## config.mk

```make
export PLATFORM = sky130hd
export DESIGN_NAME = ufr_uart
export DESIGN_NICKNAME = d
export VERILOG_FILES = /design/src/rtl/ufr_pkg.sv /design/src/rtl/ufr_uart.sv
export SDC_FILE = /design/constraint.sdc
export NUM_CORES = 1
export LEC_CHECK = 0
export BUFFER_PORTS_ARGS = -buffer_cell sky130_fd_sc_hd__buf_4
export CAP_MARGIN = 30
export CORE_AREA = 8 8 201 203
export DETAILED_ROUTE_END_ITERATION = 10
export DIE_AREA = 0 0 209 211
export GPL_ROUTABILITY_DRIVEN = 0
export PLACE_DENSITY = 0.38
export SKIP_LAST_GASP = 1
export SLEW_MARGIN = 25
export SYNTH_ARGS = -nofsm -noshare
export SYNTH_HDL_FRONTEND = slang
export SYNTH_SLANG_ARGS = --single-unit
```

## constraint.sdc

```tcl
create_clock -name mclk -period 5.7 [get_ports mclk]
set_clock_uncertainty 0.2 [all_clocks]
set_input_delay 1.425 -clock mclk [delete_from_list [all_inputs] [get_ports mclk]]
set_output_delay 1.425 -clock mclk [all_outputs]
set_load 0.02 [all_outputs]
```

## src/rtl/ufr_pkg.sv

```systemverilog
package ufr_pkg;

	// Register byte offsets on the Avalon-MM slave.
	localparam logic [4:0] UFR_OFF_DATA   = 5'h00;
	localparam logic [4:0] UFR_OFF_STATUS = 5'h04;
	localparam logic [4:0] UFR_OFF_CTRL   = 5'h08;
	localparam logic [4:0] UFR_OFF_FORMAT = 5'h0C;
	localparam logic [4:0] UFR_OFF_BAUD   = 5'h10;

	// Status register bit positions.
	localparam int UFR_ST_RXC  = 7;
	localparam int UFR_ST_TXC  = 6;
	localparam int UFR_ST_UDRE = 5;
	localparam int UFR_ST_FE   = 4;
	localparam int UFR_ST_DOR  = 3;
	localparam int UFR_ST_UPE  = 2;

	// Control register bit positions.
	localparam int UFR_CT_RXCIE = 7;
	localparam int UFR_CT_TXCIE = 6;
	localparam int UFR_CT_UDRIE = 5;
	localparam int UFR_CT_RXEN  = 4;
	localparam int UFR_CT_TRANSMITTER_ENABLE  = 3;
	localparam int UFR_CT_SIZE2 = 2;
	localparam int UFR_CT_RXB8  = 1;
	localparam int UFR_CT_TX_NINTH_BIT  = 0;

	// Format register bit positions.
	localparam int UFR_FM_SYNC    = 6;
	localparam int UFR_FM_PAR_EN  = 5;
	localparam int UFR_FM_PAR_ODD = 4;
	localparam int UFR_FM_STOP2   = 3;
	localparam int UFR_FM_SIZE_LO = 1;

	// Reset values.
	localparam logic [7:0]  UFR_CTRL_RST   = 8'h00;
	localparam logic [7:0]  UFR_FORMAT_RST = 8'h06;
	localparam logic [15:0] UFR_BAUD_RST   = 16'h0A2B;

	localparam logic [2:0] UFR_SIZE_NINE = 3'h7;

	typedef struct packed {
		logic       dor;
		logic       fe;
		logic       pe;
		logic [8:0] data;
	} ufr_rx_entry_t;

	typedef struct packed {
		logic       sync_mode;
		logic       parity_enable_bit;
		logic       parity_type_bit;
		logic       stop_bits_select;
		logic [2:0] char_size_field;
	} ufr_frame_cfg_t;

	typedef enum logic [2:0] {TX_IDLE, TX_START, TX_DATA, TX_PARITY, TX_STOP1, TX_STOP2} ufr_tx_state_t;
	typedef enum logic [2:0] {RX_IDLE, RX_START, RX_DATA, RX_PARITY, RX_STOP} ufr_rx_state_t;

endpackage

```

## src/rtl/ufr_uart.sv

```systemverilog
// Implementation choices: register access over Avalon-MM and the address map.
`timescale 1ns/1ps
module ufr_uart
	import ufr_pkg::*;
#(
	parameter int RX_DEPTH = 2
)(
	input  wire logic        mclk,
	input  wire logic        rst_n,
	input  wire logic [4:0]  avs_address,
	input  wire logic        avs_read,
	input  wire logic        avs_write,
	input  wire logic [31:0] avs_writedata,
	input  wire logic [3:0]  avs_byteenable,
	output logic      [31:0] avs_readdata,
	output logic             avs_waitrequest,
	input  wire logic        global_irq_enable,
	input  wire logic        tx_complete_irq_ack,
	output logic             irq_tx_empty,
	output logic             irq_tx_complete,
	output logic             irq_rx_complete,
	input  wire logic        serial_in_pin,
	input  wire logic        sync_transfer_clock_pin,
	output logic             serial_out_pin,
	output logic             serial_out_pin_oe,
	output logic             serial_in_claim
);

	localparam int PTR_W = (RX_DEPTH > 1) ? $clog2(RX_DEPTH) : 1;
	localparam int CNT_W = $clog2(RX_DEPTH + 1);

	if (RX_DEPTH < 2 || (RX_DEPTH & (RX_DEPTH - 1)) != 0)
	begin : g_depth_check
		$error("RX_DEPTH must be a power of two of at least two");
	end

	logic [31:0]     avs_readdata_reg, rd_mux;
	logic            avs_waitrequest_reg;
	logic            wr_acc, rd_acc, sel_data, sel_status, sel_ctrl, sel_format, sel_baud;
	logic            wr_data, wr_status, rd_data;
	logic [7:0]      ctrl_reg, format_reg;
	logic [15:0]     baud_reg;
	ufr_frame_cfg_t  cfg;
	logic [3:0]      last_idx;
	logic [8:0]      data_mask;
	logic [2:0]      rxd_sync_reg, xck_sync_reg;
	logic            rxd_f_reg, rxd_prev_reg, xck_f_reg, xck_prev_reg, xck_rise, xck_fall;
	ufr_tx_state_t   tx_state_reg, tx_state_next;
	logic [3:0]      tx_bit_reg;
	logic [15:0]     tx_cnt_reg;
	logic [8:0]      txbuf_reg, tx_shift_reg;
	logic            txbuf_valid_reg, tx_en_eff_reg, tx_en_eff_next, txc_reg, txc_next;
	logic            tx_tick, tx_last, tx_end, tx_load, tx_par, tx_line;
	logic            serial_out_reg, serial_out_oe_reg, serial_in_claim_reg;
	logic            irq_tx_empty_reg, irq_tx_complete_reg, irq_rx_complete_reg;
	logic            rx_on, rx_tick, rx_start, rx_last, rx_done, rx_ovr, rx_pe;
	ufr_rx_state_t   rx_state_reg, rx_state_next;
	logic [3:0]      rx_bit_reg;
	logic [15:0]     rx_cnt_reg, rx_cnt_next;
	logic [8:0]      rx_data_reg;
	logic            rx_par_reg;
	ufr_rx_entry_t   hold_reg, hold_next, head;
	logic            hold_valid_reg, hold_push, fifo_pop, rx_complete;
	ufr_rx_entry_t   fifo_mem [RX_DEPTH];
	logic [PTR_W-1:0] wr_ptr_reg, rd_ptr_reg;
	logic [CNT_W-1:0] count_reg;

	// Bus decode. A request is answered one cycle after it appears, then takes effect.
	assign wr_acc     = avs_write & ~avs_waitrequest_reg;
	assign rd_acc     = avs_read & ~avs_waitrequest_reg;
	assign sel_data   = avs_address == UFR_OFF_DATA;
	assign sel_status = avs_address == UFR_OFF_STATUS;
	assign sel_ctrl   = avs_address == UFR_OFF_CTRL;
	assign sel_format = avs_address == UFR_OFF_FORMAT;
	assign sel_baud   = avs_address == UFR_OFF_BAUD;
	assign wr_data    = wr_acc & sel_data & avs_byteenable[0];
	assign wr_status  = wr_acc & sel_status & avs_byteenable[0];
	assign rd_data    = rd_acc & sel_data;

	assign cfg = {format_reg[UFR_FM_SYNC], format_reg[UFR_FM_PAR_EN], format_reg[UFR_FM_PAR_ODD],
		format_reg[UFR_FM_STOP2], ctrl_reg[UFR_CT_SIZE2], format_reg[UFR_FM_SIZE_LO+:2]};
	// Reserved size codes 4 to 6 behave as eight data bits.
	assign last_idx  = (cfg.char_size_field == UFR_SIZE_NINE) ? 4'h8 :
		(cfg.char_size_field[2] ? 4'h7 : {2'h0, cfg.char_size_field[1:0]} + 4'h4);
	assign data_mask = 9'h1FF >> (4'h8 - last_idx);

	assign head        = fifo_mem[rd_ptr_reg];
	assign rx_complete = count_reg != '0;
	assign rd_mux = sel_data ? {24'h0, head.data[7:0]} :
		sel_status ? {24'h0, rx_complete, txc_reg, ~txbuf_valid_reg,
			head.fe & rx_complete, head.dor & rx_complete, head.pe & rx_complete, 2'h0} :
		sel_ctrl ? {24'h0, ctrl_reg[7:2], head.data[8], ctrl_reg[0]} :
		sel_format ? {24'h0, 1'h0, format_reg[6:1], 1'h0} :
		sel_baud ? {16'h0, baud_reg} : 32'h0;

	always_ff @(posedge mclk)
	begin
		if (!rst_n)
		begin
			avs_waitrequest_reg <= 1'h1;
			avs_readdata_reg    <= 32'h0;
		end
		else
		begin
			avs_waitrequest_reg <= ~((avs_read | avs_write) & avs_waitrequest_reg);
			if (avs_read & avs_waitrequest_reg)
				avs_readdata_reg <= rd_mux;
		end
	end

	// Status writes only reach the transmit-complete bit; the error flags live in the FIFO.
	always_ff @(posedge mclk)
	begin
		if (!rst_n)
		begin
			ctrl_reg   <= UFR_CTRL_RST;
			format_reg <= UFR_FORMAT_RST;
			baud_reg   <= UFR_BAUD_RST;
		end
		else
		begin
			if (wr_acc & sel_ctrl & avs_byteenable[0])
				ctrl_reg <= avs_writedata[7:0];
			if (wr_acc & sel_format & avs_byteenable[0])
				format_reg <= avs_writedata[7:0];
			if (wr_acc & sel_baud & avs_byteenable[0])
				baud_reg[7:0] <= avs_writedata[7:0];
			if (wr_acc & sel_baud & avs_byteenable[1])
				baud_reg[15:8] <= avs_writedata[15:8];
		end
	end

	// Pin inputs: three stages, a level counts once the second and third agree.
	assign xck_rise = xck_f_reg & ~xck_prev_reg;
	assign xck_fall = ~xck_f_reg & xck_prev_reg;

	always_ff @(posedge mclk)
	begin
		if (!rst_n)
		begin
			rxd_sync_reg <= 3'h7;
			xck_sync_reg <= 3'h0;
			rxd_f_reg    <= 1'h1;
			rxd_prev_reg <= 1'h1;
			xck_f_reg    <= 1'h0;
			xck_prev_reg <= 1'h0;
		end
		else
		begin
			rxd_sync_reg <= {rxd_sync_reg[1:0], serial_in_pin};
			xck_sync_reg <= {xck_sync_reg[1:0], sync_transfer_clock_pin};
			if (rxd_sync_reg[1] == rxd_sync_reg[2])
				rxd_f_reg <= rxd_sync_reg[2];
			if (xck_sync_reg[1] == xck_sync_reg[2])
				xck_f_reg <= xck_sync_reg[2];
			rxd_prev_reg <= rxd_f_reg;
			xck_prev_reg <= xck_f_reg;
		end
	end

	// Transmitter. In sync mode bits change on the falling edge of the transfer clock.
	assign tx_tick = cfg.sync_mode ? xck_fall : (tx_cnt_reg == 16'h0);
	assign tx_last = tx_bit_reg == last_idx;
	assign tx_end  = tx_tick & ((tx_state_reg == TX_STOP1 & ~cfg.stop_bits_select) |
		tx_state_reg == TX_STOP2);
	assign tx_load = txbuf_valid_reg & tx_en_eff_reg & (tx_state_reg == TX_IDLE | tx_end);
	assign tx_par  = ^(tx_shift_reg & data_mask) ^ cfg.parity_type_bit;
	assign tx_line = (tx_state_reg == TX_START) ? 1'h0 :
		(tx_state_reg == TX_DATA) ? tx_shift_reg[tx_bit_reg] :
		(tx_state_reg == TX_PARITY) ? tx_par : 1'h1;
	assign txc_next = (tx_end & ~txbuf_valid_reg) |
		(txc_reg & ~(tx_complete_irq_ack | (wr_status & avs_writedata[UFR_ST_TXC])));
	// The enable is held until nothing is left to send, so a late disable never truncates.
	assign tx_en_eff_next = ctrl_reg[UFR_CT_TRANSMITTER_ENABLE] |
		(tx_en_eff_reg & (tx_state_reg != TX_IDLE | txbuf_valid_reg));

	always_comb
	begin
		tx_state_next = tx_state_reg;
		unique case (tx_state_reg)
			TX_IDLE:   tx_state_next = TX_IDLE;
			TX_START:  if (tx_tick) tx_state_next = TX_DATA;
			TX_DATA:   if (tx_tick & tx_last)
				tx_state_next = cfg.parity_enable_bit ? TX_PARITY : TX_STOP1;
			TX_PARITY: if (tx_tick) tx_state_next = TX_STOP1;
			TX_STOP1:  if (tx_tick) tx_state_next = cfg.stop_bits_select ? TX_STOP2 : TX_IDLE;
			TX_STOP2:  if (tx_tick) tx_state_next = TX_IDLE;
		endcase
		if (tx_load)
			tx_state_next = TX_START;
	end

	always_ff @(posedge mclk)
	begin
		if (!rst_n)
		begin
			tx_state_reg      <= TX_IDLE;
			tx_bit_reg        <= 4'h0;
			tx_cnt_reg        <= 16'h0;
			tx_shift_reg      <= 9'h0;
			txbuf_reg         <= 9'h0;
			txbuf_valid_reg   <= 1'h0;
			tx_en_eff_reg     <= 1'h0;
			txc_reg           <= 1'h0;
			serial_out_reg    <= 1'h1;
			serial_out_oe_reg <= 1'h0;
		end
		else
		begin
			tx_state_reg <= tx_state_next;
			tx_cnt_reg   <= (tx_load | tx_cnt_reg == 16'h0) ? baud_reg : tx_cnt_reg - 16'h1;
			tx_bit_reg   <= tx_load ? 4'h0 :
				(tx_state_reg == TX_DATA & tx_tick) ? tx_bit_reg + 4'h1 : tx_bit_reg;
			if (tx_load)
				tx_shift_reg <= txbuf_reg;
			if (wr_data)
				txbuf_reg <= {ctrl_reg[UFR_CT_TX_NINTH_BIT], avs_writedata[7:0]};
			txbuf_valid_reg   <= wr_data | (txbuf_valid_reg & ~tx_load);
			tx_en_eff_reg     <= tx_en_eff_next;
			txc_reg           <= txc_next;
			serial_out_reg    <= tx_en_eff_reg ? tx_line : 1'h1;
			serial_out_oe_reg <= tx_en_eff_reg;
		end
	end

	// Receiver. Sync mode samples on the rising edge of the transfer clock.
	assign rx_on    = ctrl_reg[UFR_CT_RXEN];
	assign rx_tick  = cfg.sync_mode ? xck_rise : (rx_cnt_reg == 16'h0);
	assign rx_start = rx_on & rx_state_reg == RX_IDLE &
		(cfg.sync_mode ? (xck_rise & ~rxd_f_reg) : (rxd_prev_reg & ~rxd_f_reg));
	assign rx_last  = rx_bit_reg == last_idx;
	assign rx_done  = rx_on & rx_state_reg == RX_STOP & rx_tick;
	assign rx_pe    = cfg.parity_enable_bit &
		((^(rx_data_reg & data_mask) ^ cfg.parity_type_bit) != rx_par_reg);
	assign rx_ovr   = rx_start & hold_valid_reg & count_reg == CNT_W'(RX_DEPTH);
	assign rx_cnt_next = rx_start ? {1'h0, baud_reg[15:1]} :
		(rx_cnt_reg == 16'h0) ? baud_reg : rx_cnt_reg - 16'h1;
	assign hold_push = hold_valid_reg & count_reg != CNT_W'(RX_DEPTH);
	assign fifo_pop  = rd_data & rx_complete;

	always_comb
	begin
		rx_state_next = rx_state_reg;
		unique case (rx_state_reg)
			RX_IDLE:   if (rx_start) rx_state_next = cfg.sync_mode ? RX_DATA : RX_START;
			RX_START:  if (rx_tick) rx_state_next = rxd_f_reg ? RX_IDLE : RX_DATA;
			RX_DATA:   if (rx_tick & rx_last)
				rx_state_next = cfg.parity_enable_bit ? RX_PARITY : RX_STOP;
			RX_PARITY: if (rx_tick) rx_state_next = RX_STOP;
			RX_STOP:   if (rx_tick) rx_state_next = RX_IDLE;
		endcase
		if (!rx_on)
			rx_state_next = RX_IDLE;
	end

	// A frame waiting in the holder is overwritten if the buffer never drains; dor marks it.
	always_comb
	begin
		hold_next = hold_reg;
		if (rx_ovr)
			hold_next.dor = 1'h1;
		if (rx_done)
		begin
			hold_next.data = rx_data_reg & data_mask;
			hold_next.fe   = ~rxd_f_reg;
			hold_next.pe   = rx_pe;
			hold_next.dor  = hold_valid_reg & ~hold_push;
		end
	end

	always_ff @(posedge mclk)
	begin
		if (!rst_n)
		begin
			rx_state_reg   <= RX_IDLE;
			rx_bit_reg     <= 4'h0;
			rx_cnt_reg     <= 16'h0;
			rx_data_reg    <= 9'h0;
			rx_par_reg     <= 1'h0;
			hold_reg       <= '0;
			hold_valid_reg <= 1'h0;
		end
		else
		begin
			rx_state_reg <= rx_state_next;
			rx_cnt_reg   <= rx_cnt_next;
			hold_reg     <= hold_next;
			hold_valid_reg <= rx_on & (rx_done | (hold_valid_reg & ~hold_push));
			if (rx_start)
			begin
				rx_data_reg <= 9'h0;
				rx_bit_reg  <= 4'h0;
			end
			else if (rx_state_reg == RX_DATA & rx_tick)
			begin
				rx_data_reg[rx_bit_reg] <= rxd_f_reg;
				rx_bit_reg              <= rx_bit_reg + 4'h1;
			end
			if (rx_state_reg == RX_PARITY & rx_tick)
				rx_par_reg <= rxd_f_reg;
		end
	end

	// Receive FIFO; disabling the receiver empties it at once.
	always_ff @(posedge mclk)
	begin
		if (!rst_n || !rx_on)
		begin
			wr_ptr_reg <= '0;
			rd_ptr_reg <= '0;
			count_reg  <= '0;
		end
		else
		begin
			if (hold_push)
				wr_ptr_reg <= wr_ptr_reg + PTR_W'(1);
			if (fifo_pop)
				rd_ptr_reg <= rd_ptr_reg + PTR_W'(1);
			count_reg <= count_reg + CNT_W'(hold_push) - CNT_W'(fifo_pop);
		end
	end

	for (genvar i = 0; i < RX_DEPTH; i++)
	begin : g_fifo
		always_ff @(posedge mclk)
		begin
			if (!rst_n)
				fifo_mem[i] <= '0;
			else if (hold_push & wr_ptr_reg == PTR_W'(i))
				fifo_mem[i] <= hold_reg;
		end
	end

	// Error flags are not routed here: they never request an interrupt.
	always_ff @(posedge mclk)
	begin
		if (!rst_n)
		begin
			irq_tx_empty_reg    <= 1'h0;
			irq_tx_complete_reg <= 1'h0;
			irq_rx_complete_reg <= 1'h0;
			serial_in_claim_reg <= 1'h0;
		end
		else
		begin
			irq_tx_empty_reg    <= global_irq_enable & ctrl_reg[UFR_CT_UDRIE] & ~txbuf_valid_reg;
			irq_tx_complete_reg <= global_irq_enable & ctrl_reg[UFR_CT_TXCIE] & txc_reg;
			irq_rx_complete_reg <= global_irq_enable & ctrl_reg[UFR_CT_RXCIE] & rx_complete;
			serial_in_claim_reg <= rx_on;
		end
	end

	assign avs_readdata      = avs_readdata_reg;
	assign avs_waitrequest   = avs_waitrequest_reg;
	assign irq_tx_empty      = irq_tx_empty_reg;
	assign irq_tx_complete   = irq_tx_complete_reg;
	assign irq_rx_complete   = irq_rx_complete_reg;
	assign serial_out_pin    = serial_out_reg;
	assign serial_out_pin_oe = serial_out_oe_reg;
	assign serial_in_claim   = serial_in_claim_reg;
endmodule // ufr_uart

```

# --- Word level (Yosys, flattened, before mapping) ---
# Memory sizes are Yosys's and may differ from the RTL's. A register that Yosys moved wholly into a read port is not among the register bits.
# Cells that the tools add are included.
op_classes:
  shifts: 1
  add_sub_neg: 10
  reduce_logical: 21
  magnitude_cmp: 3
  eq_ne: 36
  n_mux: 51
  bitwise: 84
op_table:
  columns: ["operator", "n"]
  rows:
  - ["$mux 16", 7]
  - ["$and 1x1->1", 56]
  - ["$mux 12", 3]
  - ["$mux 3", 12]
  - ["$logic_not 16->1", 2]
  - ["$sub 16x1->16 const B", 2]
  - ["$ne 2x2->1 const B", 11]
  - ["$mux 1", 19]
  - ["$and 9x9->9", 2]
  - ["$pmux 3 s6", 1]
  - ["$reduce_xor 9->1", 2]
  - ["$mux 15", 1]
  - ["$ne 3x3->1 const B", 5]
  - ["$pmux 3 s5", 1]
  - ["$reduce_and 5->1", 3]
  - ["$eq 3x2->1 const B", 4]
  - ["$eq 3x3->1 const B", 4]
  - ["$not 1->1", 12]
  - ["$or 1x1->1", 12]
  - ["$eq 5x4->1 const B", 2]
  - ["$lt 4x5->1 const B", 2]
  - ["$bwmux 9", 1]
  - ["$shr 9x4->9 const A", 1]
  - ["$add 4x1->4 const B", 2]
  - ["27 further kinds", 39]
totals:
  input_bits: 49
  mem_count: 1
  mem_bits_rw: 24
  regBits: 174
mem_list:
  columns: ["memory", "depth", "word_bits", "read_ports", "rd_clocked_by_memory_dff", "write_ports", "line_no", "rtl"]
  rows:
  - ["fifo_mem", 2, 12, 1, 1, 2, "ufr_uart.sv:64", "ufr_rx_entry_t fifo_mem [RX_DEPTH];"]

# --- Logic depth before layout (Yosys ltp) ---
# Gate-level depths: netlist of the first run.
depth:
  word_depth: 11
  ltp_mapped: 11
  depth_no_buf: 9

# --- Worst setup path before layout of the first run ---
# Ideal clock, no wire load.
synth_path:
  kind: "input-to-reg"
  start: "input port avs_address[2]"
  end: "register count_reg[1]"
  t_arrival_ns: 3.108
  setup_slack_ns: 2.271
  stages: 10
  path_buffers: 1
  path_cell_list: "buf_2 -> nor2_1 -> nand2_1 -> nor4b_1 -> ha_1 -> inv_1 -> ha_1 -> xor2_1 -> xnor2_1 -> nor2_1"
synth_between:
  elab_chain_len: 4
synth_rtl:
  columns: ["item", "line_no", "rtl"]
  rows:
  - ["from (decl)", "ufr_uart.sv:10", "input wire logic [4:0] avs_address,"]
  - ["$logic_not 5->1", "ufr_uart.sv:71", "assign sel_data = avs_address == UFR_OFF_DATA;"]
  - ["$and 1x1->1", "ufr_uart.sv:78", "assign rd_data = rd_acc & sel_data;"]
  - ["$and 1x1->1", "ufr_uart.sv:239", "assign fifo_pop = rd_data & rx_complete;"]
  - ["via fifo_pop", "ufr_uart.sv:63", "logic hold_valid_reg, hold_push, fifo_pop, rx_complete;"]
  - ["$sub 2x1->2", "ufr_uart.sv:319", "count_reg <= count_reg + CNT_W'(hold_push) - CNT_W'(fifo_pop);"]
  - ["to (signal assigned)", "ufr_uart.sv:319", null]
  - ["to (decl)", "ufr_uart.sv:66", "logic [CNT_W-1:0] count_reg;"]
# The timed path passes the listed nets, and every way through them passes these cells.
# A chain may end at the register's enable or synchronous reset.

# --- Worst setup path in the final report of the first run ---
layout_path:
  start: "input port avs_address[4]"
  end: "register count_reg[1]"
# Same word-level chain as after synthesis.

==> results.ini, run 1 <==
[clocking]
htree_levels = 4
clk_pin_slew_ns = 0.07
cts.sinks = 181
clk_latency_ns = 0.44
cts_buffer_depth = 2
ctsResizeCount = 0
cts-root-buf = clkbuf_16
numCtsBuffers = 17
cts_hold_buf = 0
post_cts.repair.setup_buffers = 0
cts_tree = yes

[placement]
hpwl_mm = 18.4
port_buffers = 53
dpl_worst_slack_ns = 1.41

[sta]
layout_setup_ws_ns = 1.95
rsz0062_at_grt = no
finalSetupViolCount = 0
hold_viol_final = 0
timing.final.crit_share_pct = 65.7
maxSlewViolCount = 0
finalSetupTns_ns = 0
max_slew_margin_pct = 38.8
worst_pin_slew_ns = 0.906
fmax_mhz = 267
period_needed_ns = 3.75

[worst_setup_path]
crit_fanout = 6
required_ns = 5.81
startpoint_type = primary input
cp.arrival_ns = 3.86
rr_worst_depth = 9
path_class = in2reg
endpoint_kind = flop

[layout]
area_growth_pct = 14.8
largest_reg_flops = 24
layout-drive-gt1-share_pct = 11.9
top_register = fifo_mem
nets = 1028
antenna_cells = 0
fillerInstances = 3989

[grt]
grtUsageTotal_pct = 12.0
antenna_found_initial = 0
gr-total-overflow = 0
grt_pass1_wl_mm = 40.7
grt_max_degree = 80
grt_pass1_vias = 6717

[yosys]
synth-async-reset-ratio_pct = 0
synth_ff_type = dfxtp_1
syn_area_per_cell_um2 = 9.29
ys_seq_elements = 181
synthesis.area_um2 = 8770
synth.distinct_cells = 75
synth_seq_area_share_pct = 44.1
synth_cells = 944
synth_edf_count = 24
yosysWarnings = 0

[run]
maxCapViolations = 0

[floorplanning]
core_area_um2 = 37100
fp.dieH_um = 211
ios = 88
die_x_um = 209
die_area_um2 = 44100
initial_core_util_pct = 23.6
row_count = 71

[drt]
routed_via_density = 4.51
drt-wirelength-per-cell_um = 17.8
drc = 0
ant_nets = 0
wirelength_mm = 26.0
first_iter_violations = 325
dr_total_vias = 6555
firstDrtPassIters = 4

[pwr]
p_per_area_nw_per_um2 = 334
ir_worst_vdd_mv = 0.165
leakagePower_nw = 3.93

[hold_path]
hold_depth = 1
hold_path_class = reg2reg

[outcome]
status = finished, final reports clean

==> layout by cell type (no fill, tap or decap), drive strengths merged, types with 3 or more instances in the layout <==
| cell type | n |
|---|---|
| dfxtp | 157 |
| nand2 | 121 |
| nor2 | 59 |
| mux2i | 57 |
| buf | 57 |
| nand3 | 49 |
| nor2b | 42 |
| a21boi | 42 |
| and2 | 35 |
| o21ai | 31 |
| xnor2 | 28 |
| edfxtp | 24 |
| a21oi | 23 |
| inv | 23 |
| clkbuf | 21 |
| xor2 | 17 |
| o211a | 17 |
| conb | 16 |
| nor3 | 13 |
| o211ai | 11 |
| ha | 11 |
| a221oi | 10 |
| nand2b | 10 |
| nor4 | 10 |
| and3 | 8 |
| o31ai | 7 |
| or2 | 7 |
| or3 | 6 |
| clkinv | 6 |
| nand3b | 5 |
| a211oi | 5 |
| mux2 | 4 |
| nor4b | 4 |
| nand4 | 4 |
| o2111ai | 3 |
==> synth_stat cells (all sizes together) (3+ instances only) <==
library cell / instances / share of area [%]
xor2: 17 / 1.7
nand4: 4 / 0.36
or3: 6 / 0.43
and3: 8 / 0.57
nand2b: 10 / 0.74
a21boi: 42 / 3.6
o211a: 17 / 1.9
dfxtp: 157 / 36
a21oi: 23 / 1.3
mux2i: 57 / 6.5
nor3: 13 / 0.74
buf: 34 / 2.5
edfxtp: 24 / 8.2
nor4b: 4 / 0.57
nor4: 10 / 1.1
clkbuf: 33 / 1.4
o211ai: 11 / 0.94
o31ai: 7 / 0.60
or2: 7 / 0.50
xnor2: 28 / 2.8
nor2: 59 / 2.6
mux2: 4 / 0.51
nand3b: 5 / 0.43
o21ai: 31 / 1.8
a221oi: 10 / 1.0
and2: 35 / 2.5
o2111ai: 3 / 0.30
a211oi: 5 / 0.43
inv: 18 / 0.77
nor2b: 42 / 3.0
nand3: 49 / 2.8
nand2: 121 / 5.2
ha: 11 / 1.6
==> metrics by stage <==
stage	total power [mW]	cells	util, %	instance area, um2	hold slack, ns
after floorplan	2.06	959	-	8820	0.186
after global placement	2.23	1423	25.6	9500	0.197
after detailed placement	2.23	1423	25.6	9500	0.206
after CTS	3.42	1455	27.1	10100	0.224
after global routing	3.57	1455	27.1	10100	0.252
final	3.36	1455	27.1	10100	0.219
==> kinds of logic after synthesis <==
family | synth area share, %
flops | 44.1
fa+ha+maj | 1.57
xor+xnor | 5.01
buf+inv | 4.72
other cells | 0.0428
compound gates | 14.3
mux | 7.54
simple gates | 22.7
==> final timing paths <==
kind | from | endpoint | slack [ns]
setup / recovery | avs_address[4] | count_reg[1] | 1.95
hold / removal | rxd_sync_reg[0] | rxd_sync_reg[1] | 0.22
setup reg to reg | ctrl_reg[2] | hold_reg[9] | 2.32
hold reg to reg | rxd_sync_reg[0] | rxd_sync_reg[1] | 0.22
==> power by group <==
part	leakage [nW]	internal [mW]	total [mW]	switching (mW)
sequential	1.50	1.38	1.47	0.0947
combinational	2.14	0.321	0.718	0.398
clock	0.286	0.617	1.17	0.553
total	3.93	2.32	3.36	1.05
==> layer usage <==
layer	vias up	GRT usage [%]	part of all wire, %
met2	89	20.0	47
met4	0	4.11	1.9
li1	3319	-	-
met1	3120	15.3	48
met3	27	2.24	3.0
met5	-	0	0
==> cell type report <==
cell class / instances / area (um2) / area share, %
clock buffers: 21 / 482 / 4.78
multi-input cells: 693 / 4550 / 45.2
flip-flops and latches: 181 / 3860 / 38.4
inverters: 18 / 67.6 / 0.671
clock inverters: 11 / 87.6 / 0.870
repair buffers: 57 / 428 / 4.25
well taps: 474 / 593 / 5.89
==> critical path: stages <==
cell,delay [ns]
buf_4,0.11
nor3_1,0.28
nand2_1,0.25
nor4b_1,0.84
ha_1,0.37
inv_1,0.06
ha_1,0.15
xor2_1,0.19
xnor2_1,0.14
nor2_1,0.06
Note: power is estimated with default switching activity, not from simulation.
==> run 2: changes to the inputs <==
==> constraint.sdc (replaced) <==
create_clock -name mclk -period 3.45 [get_ports mclk]
set_clock_uncertainty 0.2 [all_clocks]
set_input_delay 0.8625 -clock mclk [delete_from_list [all_inputs] [get_ports mclk]]
set_output_delay 0.8625 -clock mclk [all_outputs]
set_load 0.02 [all_outputs]
==> results.ini, run 2 (synthesized netlist as in run 1, its figures left out) <==
[outcome]
status = finished, final reports clean

[worst_setup_path]
path_class = reg2reg
cp.buffers_inverters = 0
endpoint_kind = flop
rr_worst_depth = 9
required_ns = 3.63
slowest_delay_ns = 0.47
crit_family = simple AND/OR/NAND/NOR gates
startpoint_type = flop
cp.arrival_ns = 3.30
crit_fanout = 5
slowest_stage = xnor3_1
path_cells = nand3_1 > o21ai_0 > ha_1 > or3b_2 > mux2i_1 > xnor3_1 > xor2_1 > nand3_1 > a21boi_0
crit_top_cell = nand3_1
cp.depth = 9

[grt]
use_met1_pct = 15.9
grt_pass1_vias = 6663
grt_busiest_layer = met2
grtUsageTotal_pct = 12.1
grt_util_met3_pct = 2.30
use_met2_pct = 19.7
antenna_found_initial = 0
gr-total-overflow = 0
grt_pass1_wl_mm = 41.1
grt_max_degree = 59

[pwr]
ir_worst_vdd_mv = 0.294
leakagePower_nw = 4.06
p_per_area_nw_per_um2 = 556

[hold_path]
hold_path_class = reg2reg
hold_depth = 1

[drt]
wirelength_mm = 26.1
ant_nets = 0
drc = 0
drt-wirelength-per-cell_um = 17.7
first_iter_violations = 347
firstDrtPassIters = 4
routed_via_density = 4.48
dr_total_vias = 6632

[layout]
fin_cells = 1479
design_area_um2 = 10300
antenna_cells = 0
final_cell_mix = 157 x dfxtp_1, 121 x nand2_1, 81 x buf_4
layout-drive-gt1-share_pct = 14.1
final_common_cell = dfxtp_1
top_register = fifo_mem
area_growth_pct = 17.4
largest_reg_flops = 24
layout.core_utilization_pct = 27.7
nets = 1052

[sta]
timing.final.crit_share_pct = 90.4
finalSetupViolCount = 0
max_slew_margin_pct = 43.7
worst_pin_slew_ns = 0.836
finalSetupTns_ns = 0
rsz0062_at_grt = no
hold_viol_final = 0
maxSlewViolCount = 0
period_needed_ns = 3.12
fmax_mhz = 321

[clocking]
post_cts.repair.setup_buffers = 0
cts-root-buf = clkbuf_16
cts_tree = yes
cts_buffer_depth = 2
clk_pin_slew_ns = 0.07
htree_levels = 4
clk_latency_ns = 0.45
cts.sinks = 181
numCtsBuffers = 17
cts_hold_buf = 0
ctsResizeCount = 0

[floorplanning]
ios = 88
die_x_um = 209
die_area_um2 = 44100
row_count = 71
initial_core_util_pct = 23.6
core_area_um2 = 37100
fp.dieH_um = 211

[placement]
post_dp_cell_area_um2 = 9680
hpwl_mm = 19.0
port_buffers = 53
numPlacedInstances = 1447

[run]
maxCapViolations = 0

-- run 2: report_power, final --
| group | internal (mW) | switching [mW] |
|---|---|---|
| Clock | 1.13 | 0.919 |
| Combinational | 0.556 | 0.678 |
| Sequential | 2.28 | 0.155 |
| Total | 3.97 | 1.75 |
-- run 2: stage by stage --
stage	setup WS (ns)	power, mW	hold WS (ns)
2_1_floorplan	0.583	3.41	0.186
3_3_place_gp	0.290	3.72	0.191
3_5_place_dp	0.228	3.73	0.194
4_1_cts	0.296	5.81	0.213
5_1_grt	0.146	6.06	0.220
6_report	0.332	5.72	0.209
-- run 2: path summary, 6_finish.rpt --
path	endpoint	start	slack, ns
worst max-delay path	hold_reg[9]	format_reg[1]	0.33
worst min register to register	rxd_sync_reg[1]	rxd_sync_reg[0]	0.21
worst min-delay path	rxd_sync_reg[1]	rxd_sync_reg[0]	0.21
worst max register to register	hold_reg[9]	format_reg[1]	0.33
-- run 2: final cells by class --
type / instances / area (um2)
flip-flops and latches: 181 / 3860
fillers: 4019 / 26800
clock buffers: 21 / 503
multi-input cells: 693 / 4550
inverters: 18 / 67.6
well taps: 474 / 593
clock inverters: 11 / 109
repair buffers: 81 / 608
-- run 2: per-layer routing --
| layer | vias up | wire length, um |
|---|---|---|
| met2 | 80 | 12200 |
| met1 | 3161 | 12800 |
| met3 | 25 | 740 |
| met5 | - | 0 |
| li1 | 3366 | - |
| met4 | 0 | 428 |
